### config.mk
export PLATFORM = sky130hd
export DESIGN_NAME = lmq_regs
export DESIGN_NICKNAME = d
export VERILOG_FILES = /design/src/common/lmq_pkg.sv /design/src/rtl/lmq_regs.sv /design/src/rtl/lmq_ring_table.sv
export SDC_FILE = /design/constraint.sdc
export NUM_CORES = 2
export LEC_CHECK = 0
export ABC_CLOCK_PERIOD_IN_PS = 8800
export BUFFER_PORTS_ARGS = -buffer_cell sky130_fd_sc_hd__buf_4
export CAP_MARGIN = 20
export CORE_MARGIN = 1.5
export CORE_UTILIZATION = 57
export DETAILED_ROUTE_END_ITERATION = 7
export PLACE_DENSITY_LB_ADDON = 0.3
export SYNTH_ARGS = -nofsm -noshare
export SYNTH_HDL_FRONTEND = slang
export SYNTH_SLANG_ARGS = --single-unit
### constraint.sdc
create_clock -name clk_i -period 8.8 [get_ports clk_i]
set_input_delay 0.44 -clock clk_i [delete_from_list [all_inputs] [get_ports clk_i]]
set_output_delay 0.44 -clock clk_i [all_outputs]
set_load 0.05 [all_outputs]
### src/common/lmq_pkg.sv
// Purpose: constants for the page-addressed queue register bank
// Assumes: 32-bit aligned word accesses, byte offsets as printed
// Notes:   offsets above 0x070 beyond the bank are decoded as unmapped
package lmq_pkg;
    // ==========================================================
    // register offsets
    localparam logic [11:0] LMQ_OFF_DEV_FEAT       = 12'h010;
    localparam logic [11:0] LMQ_OFF_DEV_FEAT_SEL   = 12'h014;
    localparam logic [11:0] LMQ_OFF_DRV_FEAT       = 12'h020;
    localparam logic [11:0] LMQ_OFF_DRV_FEAT_SEL   = 12'h024;
    localparam logic [11:0] LMQ_OFF_PAGE_SIZE      = 12'h028;
    localparam logic [11:0] LMQ_OFF_RING_SEL       = 12'h030;
    localparam logic [11:0] LMQ_OFF_RING_CAP       = 12'h034;
    localparam logic [11:0] LMQ_OFF_RING_COUNT     = 12'h038;
    localparam logic [11:0] LMQ_OFF_RING_ALIGN     = 12'h03C;
    localparam logic [11:0] LMQ_OFF_RING_PFN       = 12'h040;
    localparam logic [11:0] LMQ_OFF_DOORBELL       = 12'h050;
    localparam logic [11:0] LMQ_OFF_EVT_FLAGS      = 12'h060;
    localparam logic [11:0] LMQ_OFF_EVT_CLEAR      = 12'h064;
    localparam logic [11:0] LMQ_OFF_STATUS         = 12'h070;
    // ==========================================================
    // reset values and field layout
    localparam logic [31:0] LMQ_RST_WORD           = 32'h0000_0000;
    localparam logic [31:0] LMQ_RST_PAGE_SIZE      = 32'h0000_1000;
    localparam int          LMQ_EVT_BITS           = 2;
    localparam int          LMQ_DOORBELL_BITS      = 16;
    // ==========================================================
    // access state
    typedef enum logic [1:0] {
        LMQ_IDLE = 2'b00,
        LMQ_RDATA = 2'b01
    } lmq_state_t;
endpackage

### src/rtl/lmq_regs.sv
// Purpose: register bank for the page-addressed queue transport
// Assumes: driver makes 32-bit aligned accesses, one per cycle
// Notes:   read data appears one cycle after the read strobe
`timescale 1ns/100ps

// What this block does
// driver writes page size before queue use
// driver picks power-of-two page size
// queue address is page frame times size
// selector picks ring for per-ring registers
// ring indices start at zero
// capacity reads limit, zero if unavailable
// driver reads capacity only while inactive
// element count stored per ring
// used ring alignment stored per ring
// page frame write records queue location
// page frame zero never counts valid
// driver stops ring by writing zero frame
// page frame read returns current value
// device features chosen by word select
// accepted driver features are recorded
// driver features stored by word select
// doorbell write services a ring index
// event bits stick until acknowledged
// interrupt asserted while any event set
// status zero write resets, clears frames
// wrong-direction accesses ignored, read zero
// out-of-range ring reads zero capacity
module lmq_regs
    import lmq_pkg::*;
#(
    parameter int          NUM_RINGS = 4,
    parameter int          IDX_W     = 2,
    parameter int          FEAT_WORDS = 2,
    parameter logic [31:0] RING_MAX  = 32'h0000_0100
) (
    // clock and reset
    input  wire logic                   clk_i,
    input  wire logic                   resetn_i,
    // register access
    input  wire logic                   reg_wr_i,
    input  wire logic                   reg_rd_i,
    input  wire logic [11:0]            reg_addr_i,
    input  wire logic [31:0]            reg_wdata_i,
    output logic      [31:0]            reg_rdata_o,
    output logic                        reg_rvalid_o,
    // device side
    input  wire logic [32*FEAT_WORDS-1:0] dev_features_i,
    input  wire logic [LMQ_EVT_BITS-1:0]  event_set_i,
    output logic      [32*FEAT_WORDS-1:0] drv_features_o,
    output logic                        doorbell_o,
    output logic      [LMQ_DOORBELL_BITS-1:0] doorbell_ring_o,
    output logic                        irq_o,
    output logic                        dev_reset_o,
    output logic      [63:0]            ring_addr_o,
    output logic                        ring_addr_valid_o
);
    initial begin
        if (FEAT_WORDS < 1 || NUM_RINGS < 1 || (1 << IDX_W) < NUM_RINGS)
            $error("lmq_regs: bad parameters");
    end

    // ==========================================================
    // decode
    wire wr_dev_sel  = reg_wr_i && reg_addr_i == LMQ_OFF_DEV_FEAT_SEL;
    wire wr_drv_feat = reg_wr_i && reg_addr_i == LMQ_OFF_DRV_FEAT;
    wire wr_drv_sel  = reg_wr_i && reg_addr_i == LMQ_OFF_DRV_FEAT_SEL;
    wire wr_page     = reg_wr_i && reg_addr_i == LMQ_OFF_PAGE_SIZE;
    wire wr_ring_sel = reg_wr_i && reg_addr_i == LMQ_OFF_RING_SEL;
    wire wr_count    = reg_wr_i && reg_addr_i == LMQ_OFF_RING_COUNT;
    wire wr_align    = reg_wr_i && reg_addr_i == LMQ_OFF_RING_ALIGN;
    wire wr_pfn      = reg_wr_i && reg_addr_i == LMQ_OFF_RING_PFN;
    wire wr_bell     = reg_wr_i && reg_addr_i == LMQ_OFF_DOORBELL;
    wire wr_ack      = reg_wr_i && reg_addr_i == LMQ_OFF_EVT_CLEAR;
    wire wr_status   = reg_wr_i && reg_addr_i == LMQ_OFF_STATUS;
    wire status_zero = wr_status && reg_wdata_i == LMQ_RST_WORD;

    // ==========================================================
    // state
    logic [31:0]              dev_sel_reg;
    logic [31:0]              drv_sel_reg;
    logic [31:0]              page_size_reg;
    logic [31:0]              ring_sel_reg;
    logic [31:0]              status_reg;
    logic [LMQ_EVT_BITS-1:0]  evt_reg;
    logic [LMQ_EVT_BITS-1:0]  evt_next;
    logic [32*FEAT_WORDS-1:0] drv_feat_reg;
    logic [31:0]              rdata_reg;
    logic                     rvalid_reg;
    logic                     bell_reg;
    logic [LMQ_DOORBELL_BITS-1:0] bell_ring_reg;
    logic                     irq_reg;
    logic                     dev_reset_reg;
    logic [63:0]              ring_addr_reg;
    logic                     ring_valid_reg;

    // ==========================================================
    // per-ring table
    wire [1:0]       tbl_field = wr_count ? 2'h0 : (wr_align ? 2'h1 : 2'h2);
    wire             ring_in_range = ring_sel_reg < NUM_RINGS;
    wire             tbl_wr    = (wr_count || wr_align || wr_pfn)
                                 && ring_in_range;
    wire [IDX_W-1:0] ring_idx  = ring_sel_reg[IDX_W-1:0];
    logic [31:0]     tbl_count;
    logic [31:0]     tbl_align;
    logic [31:0]     tbl_pfn;

    lmq_ring_table #(
        .NUM_RINGS (NUM_RINGS),
        .IDX_W     (IDX_W)
    ) u_table (
        .clk_i       (clk_i),
        .resetn_i    (resetn_i),
        .wr_en_i     (tbl_wr),
        .wr_field_i  (tbl_field),
        .idx_i       (ring_idx),
        .wr_data_i   (reg_wdata_i),
        .clear_all_i (status_zero),
        .count_o     (tbl_count),
        .align_o     (tbl_align),
        .pfn_o       (tbl_pfn)
    );

    // ==========================================================
    // read mux
    function automatic logic [31:0] feat_word(
        input logic [32*FEAT_WORDS-1:0] v,
        input logic [31:0]              sel
    );
        logic [31:0] w;
        w = LMQ_RST_WORD;
        for (int i = 0; i < FEAT_WORDS; i++) begin
            if (sel == i)
                w = v[32*i +: 32];
        end
        return w;
    endfunction

    wire [31:0] pfn_rd = ring_in_range ? tbl_pfn : LMQ_RST_WORD;
    wire [31:0] cap_rd = ring_in_range ? RING_MAX : LMQ_RST_WORD;
    logic [31:0] rd_mux;
    always_comb begin
        case (reg_addr_i)
            LMQ_OFF_DEV_FEAT:  rd_mux = feat_word(dev_features_i,
                                                  dev_sel_reg);
            LMQ_OFF_RING_CAP:  rd_mux = cap_rd;
            LMQ_OFF_RING_PFN:  rd_mux = pfn_rd;
            LMQ_OFF_EVT_FLAGS: rd_mux = {{(32-LMQ_EVT_BITS){1'b0}},
                                         evt_reg};
            LMQ_OFF_STATUS:    rd_mux = status_reg;
            default:           rd_mux = LMQ_RST_WORD;
        endcase
    end

    // events: set wins over acknowledge
    always_comb begin
        evt_next = (evt_reg & ~reg_wdata_i[LMQ_EVT_BITS-1:0]);
        if (!wr_ack)
            evt_next = evt_reg;
        evt_next = evt_next | event_set_i;
    end

    // first page address; frame zero is never valid
    wire [63:0] addr_calc = 64'(tbl_pfn) * 64'(page_size_reg);
    wire        addr_ok   = ring_in_range && tbl_pfn != LMQ_RST_WORD;

    // ==========================================================
    // registers
    always_ff @(posedge clk_i) begin
        if (!resetn_i) begin
            dev_sel_reg    <= LMQ_RST_WORD;
            drv_sel_reg    <= LMQ_RST_WORD;
            page_size_reg  <= LMQ_RST_PAGE_SIZE;
            ring_sel_reg   <= LMQ_RST_WORD;
            status_reg     <= LMQ_RST_WORD;
            evt_reg        <= '0;
            drv_feat_reg   <= '0;
            rdata_reg      <= LMQ_RST_WORD;
            rvalid_reg     <= 1'b0;
            bell_reg       <= 1'b0;
            bell_ring_reg  <= '0;
            irq_reg        <= 1'b0;
            dev_reset_reg  <= 1'b0;
            ring_addr_reg  <= '0;
            ring_valid_reg <= 1'b0;
        end else begin
            if (wr_dev_sel)
                dev_sel_reg <= reg_wdata_i;
            if (wr_drv_sel)
                drv_sel_reg <= reg_wdata_i;
            if (wr_page)
                page_size_reg <= reg_wdata_i;
            if (wr_ring_sel)
                ring_sel_reg <= reg_wdata_i;
            if (wr_status)
                status_reg <= reg_wdata_i;
            for (int i = 0; i < FEAT_WORDS; i++) begin
                if (wr_drv_feat && drv_sel_reg == i)
                    drv_feat_reg[32*i +: 32] <= reg_wdata_i;
            end
            if (status_zero)
                drv_feat_reg <= '0;
            evt_reg        <= status_zero ? '0 : evt_next;
            irq_reg        <= |evt_next && !status_zero;
            rdata_reg      <= reg_rd_i ? rd_mux : LMQ_RST_WORD;
            rvalid_reg     <= reg_rd_i;
            bell_reg       <= wr_bell;
            if (wr_bell)
                bell_ring_reg <= reg_wdata_i[LMQ_DOORBELL_BITS-1:0];
            dev_reset_reg  <= status_zero;
            ring_addr_reg  <= addr_ok ? addr_calc : 64'h0;
            ring_valid_reg <= addr_ok;
        end
    end

    assign reg_rdata_o       = rdata_reg;
    assign reg_rvalid_o      = rvalid_reg;
    assign drv_features_o    = drv_feat_reg;
    assign doorbell_o        = bell_reg;
    assign doorbell_ring_o   = bell_ring_reg;
    assign irq_o             = irq_reg;
    assign dev_reset_o       = dev_reset_reg;
    assign ring_addr_o       = ring_addr_reg;
    assign ring_addr_valid_o = ring_valid_reg;
endmodule // lmq_regs

### src/rtl/lmq_ring_table.sv
// Purpose: per-ring storage of count, alignment and page frame
// Assumes: one write port, one combinational read port
// Notes:   clear_all zeroes every page frame at once
`timescale 1ns/100ps
module lmq_ring_table
    import lmq_pkg::*;
#(
    parameter int NUM_RINGS = 4,
    parameter int IDX_W     = 2
) (
    // clock and reset
    input  wire logic             clk_i,
    input  wire logic             resetn_i,
    // write port
    input  wire logic             wr_en_i,
    input  wire logic [1:0]       wr_field_i,
    input  wire logic [IDX_W-1:0] idx_i,
    input  wire logic [31:0]      wr_data_i,
    input  wire logic             clear_all_i,
    // read port
    output logic      [31:0]      count_o,
    output logic      [31:0]      align_o,
    output logic      [31:0]      pfn_o
);
    // ==========================================================
    // storage
    logic [31:0] count_reg [NUM_RINGS];
    logic [31:0] align_reg [NUM_RINGS];
    logic [31:0] pfn_reg   [NUM_RINGS];

    initial begin
        if (NUM_RINGS < 1 || (1 << IDX_W) < NUM_RINGS)
            $error("ring table: bad NUM_RINGS or IDX_W");
    end

    always_ff @(posedge clk_i) begin
        for (int i = 0; i < NUM_RINGS; i++) begin
            if (!resetn_i) begin
                count_reg[i] <= LMQ_RST_WORD;
                align_reg[i] <= LMQ_RST_WORD;
                pfn_reg[i]   <= LMQ_RST_WORD;
            end else if (clear_all_i) begin
                pfn_reg[i]   <= LMQ_RST_WORD;
            end else if (wr_en_i && int'(idx_i) == i) begin
                case (wr_field_i)
                    2'h0: count_reg[i] <= wr_data_i;
                    2'h1: align_reg[i] <= wr_data_i;
                    2'h2: pfn_reg[i]   <= wr_data_i;
                    default: ;
                endcase
            end
        end
    end

    // idx beyond the table reads zero
    wire idx_ok = int'(idx_i) < NUM_RINGS;
    assign count_o = idx_ok ? count_reg[idx_i] : LMQ_RST_WORD;
    assign align_o = idx_ok ? align_reg[idx_i] : LMQ_RST_WORD;
    assign pfn_o   = idx_ok ? pfn_reg[idx_i]   : LMQ_RST_WORD;
endmodule // lmq_ring_table

==> impl_metrics.yaml <==
setup_path:
  cpMaxStageDelayCell: "mux4_2"
  max_stage_delay_ps: 640
  endpoint_kind: "flip-flop"
  cp-endpoint: "ring_addr_o[56]"
  ff2ff_setup_slack_ps: 190
  worst_ep_required_time_ps: 9320
  path_max_fanout: 15
  r2r-end: "ring_addr_o[56]"
  startpoint_type: "flip-flop"
  critPathKind: "reg -> reg"
  r2r_cells: 28
  critical_path_arrival_ps: 9120
  path_common_cell: "fa_1"
yosys:
  syn-instance-count: 5472
  syn_area_per_cell_um2: 9.34
  synth_top_family_by_area: "adder cells"
  yosys_register_bits: 473
  synth-simple-area-share: 0.191
  synth_ff_type: "dfxtp_1"
  ys_warn_count: 0
  async_reset_ff_frac: 0
  synth_edf_count: 128
  syn_nets: 6745
  synthXorXnorAreaFrac: 0.00977
  synthAdderAreaFrac: 0.416
  synth.yosys.seq_area_share: 0.210
  syn_area_mm2: 0.0511
  synth_cell_types: 70
  synth.area.mux_share: 0.0216
  synth_compound_area_frac: 0.0593
routing:
  wl_um: 146000
  viasPerCell: 5.65
  drtIter0Drc: 3429
  dr.pass1.iters: 8
  wl_per_cell_um: 21.2
  drcViolationCount: 16
  drtAntennaViolNets: 0
  num_vias: 38800
clocking:
  cts_tree: "built"
  cts_buffers: 51
  cts-root-buf: "clkbuf_16"
  cts_buffer_depth: 3
  cts.sinks: 473
  clk_transition_reported_paths_ps: 70
  insertion_delay_ps: 670
  htree_levels: 2
placement:
  port_buffers: 294
  gp_congestion: 0.959
  dp_cells: 6738
  dp_hpwl_um: 111000
  dpl_cell_area_mm2: 0.0548
sta:
  fmax_mhz: 116
  rsz0062_at_grt: "yes"
  period_minus_slack_ps: 8610
  slew_headroom: 0.268
  skew_ps: 66.2
  finalSetupViolations: 0
  hold_viol: 0
  fin_setup_tns_ps: 0
  worst_pin_slew_ps: 1100
  drv_slew: 0
  fin_crit_sh: 0.978
global_routing:
  grt_use_total: 0.321
  antenna_found_initial: 2
  grt_pass1_wl_um: 225000
  grt_pass1_vias: 40200
  grt_overflow: 0
  grt_max_degree: 99
floorplanning:
  ioPinCount: 295
  coreArea_mm2: 0.0886
  die_w_um: 302
  fp.dieH_um: 302
  die-area_mm2: 0.0914
  start_util: 0.576
  rows: 109
worst_hold_path:
  min_from: "resetn_i"
  hold_path.class: "in -> reg"
flow_run:
  drv_cap: 0
pwr:
  p_leak_nw: 26.7
  peakVddDrop_uv: 142
  power.density_mw_per_mm2: 85.3
run_status:
  violations: "design-rule violations"
  status: "finished, violations left"
final_layout:
  finalInstanceArea_mm2: 0.0570
  largest_register_ffs: 128
  syn_to_final_growth_pct: 11.5
  nets: 6928
  stdcell_count: 6864
  layout-drive-gt1-share: 0.123
metal layers:
metal | vias to the layer above | track usage | wire (um)
met5 | - | 0 | 27
met4 | 4 | 0.112 | 5360
met3 | 336 | 0.0727 | 13700
met2 | 1724 | 0.524 | 69400
met1 | 19600 | 0.424 | 57200
li1 | 17100 | - | -
critical path, delay by kind of cell, from the launching register on:
family / cells / cell delay [ps]
AOI/OAI and AO/OA: 5 / 1030
adders and majority gates: 9 / 4400
buffers and inverters: 8 / 960
DFF: 1 / 430
muxes: 1 / 640
and+or+nand+nor: 5 / 1000
cell families after synthesis:
logic type,after synthesis
AOI/OAI and AO/OA,482
xor gates and xnor gates,57
buffers and inverters,1235
muxes,66
DFF,473
adders and majority gates,1159
and+or+nand+nor,2000
Yosys cell counts (7+ instances only):
master | n | area share
a31oi_1 | 10 | 0.0012
nor2_1 | 128 | 0.0094
a222oi_1 | 30 | 0.0059
mux2_2 | 32 | 0.0071
buf_2 | 11 | 0.0011
nand4_1 | 33 | 0.0040
dfxtp_1 | 345 | 0.14
nand3_1 | 25 | 0.0024
xnor2_1 | 36 | 0.0062
buf_4 | 8 | 0.0012
clkbuf_1 | 342 | 0.025
fa_1 | 896 | 0.35
o21ai_0 | 24 | 0.0024
and2_1 | 735 | 0.090
edfxtp_1 | 128 | 0.075
a21oi_1 | 298 | 0.029
a21o_1 | 44 | 0.0065
nor3_1 | 19 | 0.0019
xor2_1 | 21 | 0.0036
inv_1 | 863 | 0.063
mux4_2 | 32 | 0.014
nor4_1 | 43 | 0.0053
ha_1 | 263 | 0.064
o21a_1 | 7 | 0.0010
and3_1 | 11 | 0.0013
nand2b_1 | 9 | 0.0011
nand2_1 | 967 | 0.071
o21bai_1 | 15 | 0.0022
layout make-up:
class	count	area [um2]
multi-input cells	3767	35800
fillers	7152	31700
flip-flops and latches	473	10800
clock inverters	32	403
clock buffers	64	1380
repair buffers	498	3900
well taps	1165	1460
inverters	864	3250
diodes	1	2.50
repair_timing:
item | CTS | global route
endpoints found under the setup margin | 2 | 12
resized for setup | 2 | 6
hold endpoints to repair | 2 | 0
hold buffers | 2 | 0
gates cloned | 0 | 3
buffers inserted | 0 | 22
pin swaps | 0 | 3
worst min-delay path by stage:
| stage | depth (start not counted) | slack [ps] | end |
|---|---|---|---|
| global placement | 2 | 440 | status_reg[30] |
| CTS | 2 | 70 | page_size_reg[12] |
| detailed placement | 2 | 440 | dev_sel_reg[8] |
| finish | 2 | 100 | page_size_reg[12] |
| floorplan | 2 | 430 | status_reg[10] |
| global route | 2 | 90 | page_size_reg[12] |
placed cells by master, fill, tap and decap left out, types with 5 or more instances in the layout:
cell type / Yosys / routed
nand2_1: 967 / 966
fa_1: 896 / 896
inv_1: 863 / 863
and2_1: 735 / 735
buf_4: 8 / 484
dfxtp_1: 345 / 341
a21oi_1: 298 / 298
ha_1: 263 / 263
edfxtp_1: 128 / 128
nor2_1: 128 / 123
clkbuf_16: 0 / 51
a21o_1: 44 / 44
nor4_1: 43 / 39
xnor2_1: 36 / 36
nand4_1: 33 / 33
mux4_2: 32 / 32
mux2_2: 32 / 32
a222oi_1: 30 / 30
nand3_1: 25 / 25
o21ai_0: 24 / 24
xor2_1: 21 / 21
nor3_1: 19 / 17
o21bai_1: 15 / 12
and3_1: 11 / 10
nand2b_1: 9 / 9
a31oi_1: 10 / 9
buf_12: 0 / 8
o21a_1: 7 / 7
clkbuf_1: 342 / 6
clkinvlp_4: 0 / 6
or2_2: 5 / 5
nor2_2: 0 / 5
nor2b_1: 5 / 5
o221ai_1: 5 / 5
o31ai_1: 5 / 5
bufinv_16: 0 / 5
clkbuf_8: 0 / 5
per-stage QoR:
stage          setup slack (ps)  utilization  hold WS, ps  power, mW
6_report                    195        0.643         98.6       4.86
5_1_grt                   -10.4        0.643         90.8       4.99
4_1_cts                    51.5        0.639         71.0       4.88
3_5_place_dp               -107        0.618          445       2.62
3_3_place_gp               45.5        0.618          437       2.62
2_1_floorplan               649            -          431       2.46
report_power, final:
part / internal (mW) / leakage [nW] / total [mW] / switching (mW)
Combinational: 0.0996 / 21.8 / 0.325 / 0.225
Sequential: 2.25 / 4.12 / 2.26 / 0.00913
Clock: 1.29 / 0.847 / 2.27 / 0.986
Note: power is estimated with default switching activity, not from simulation.
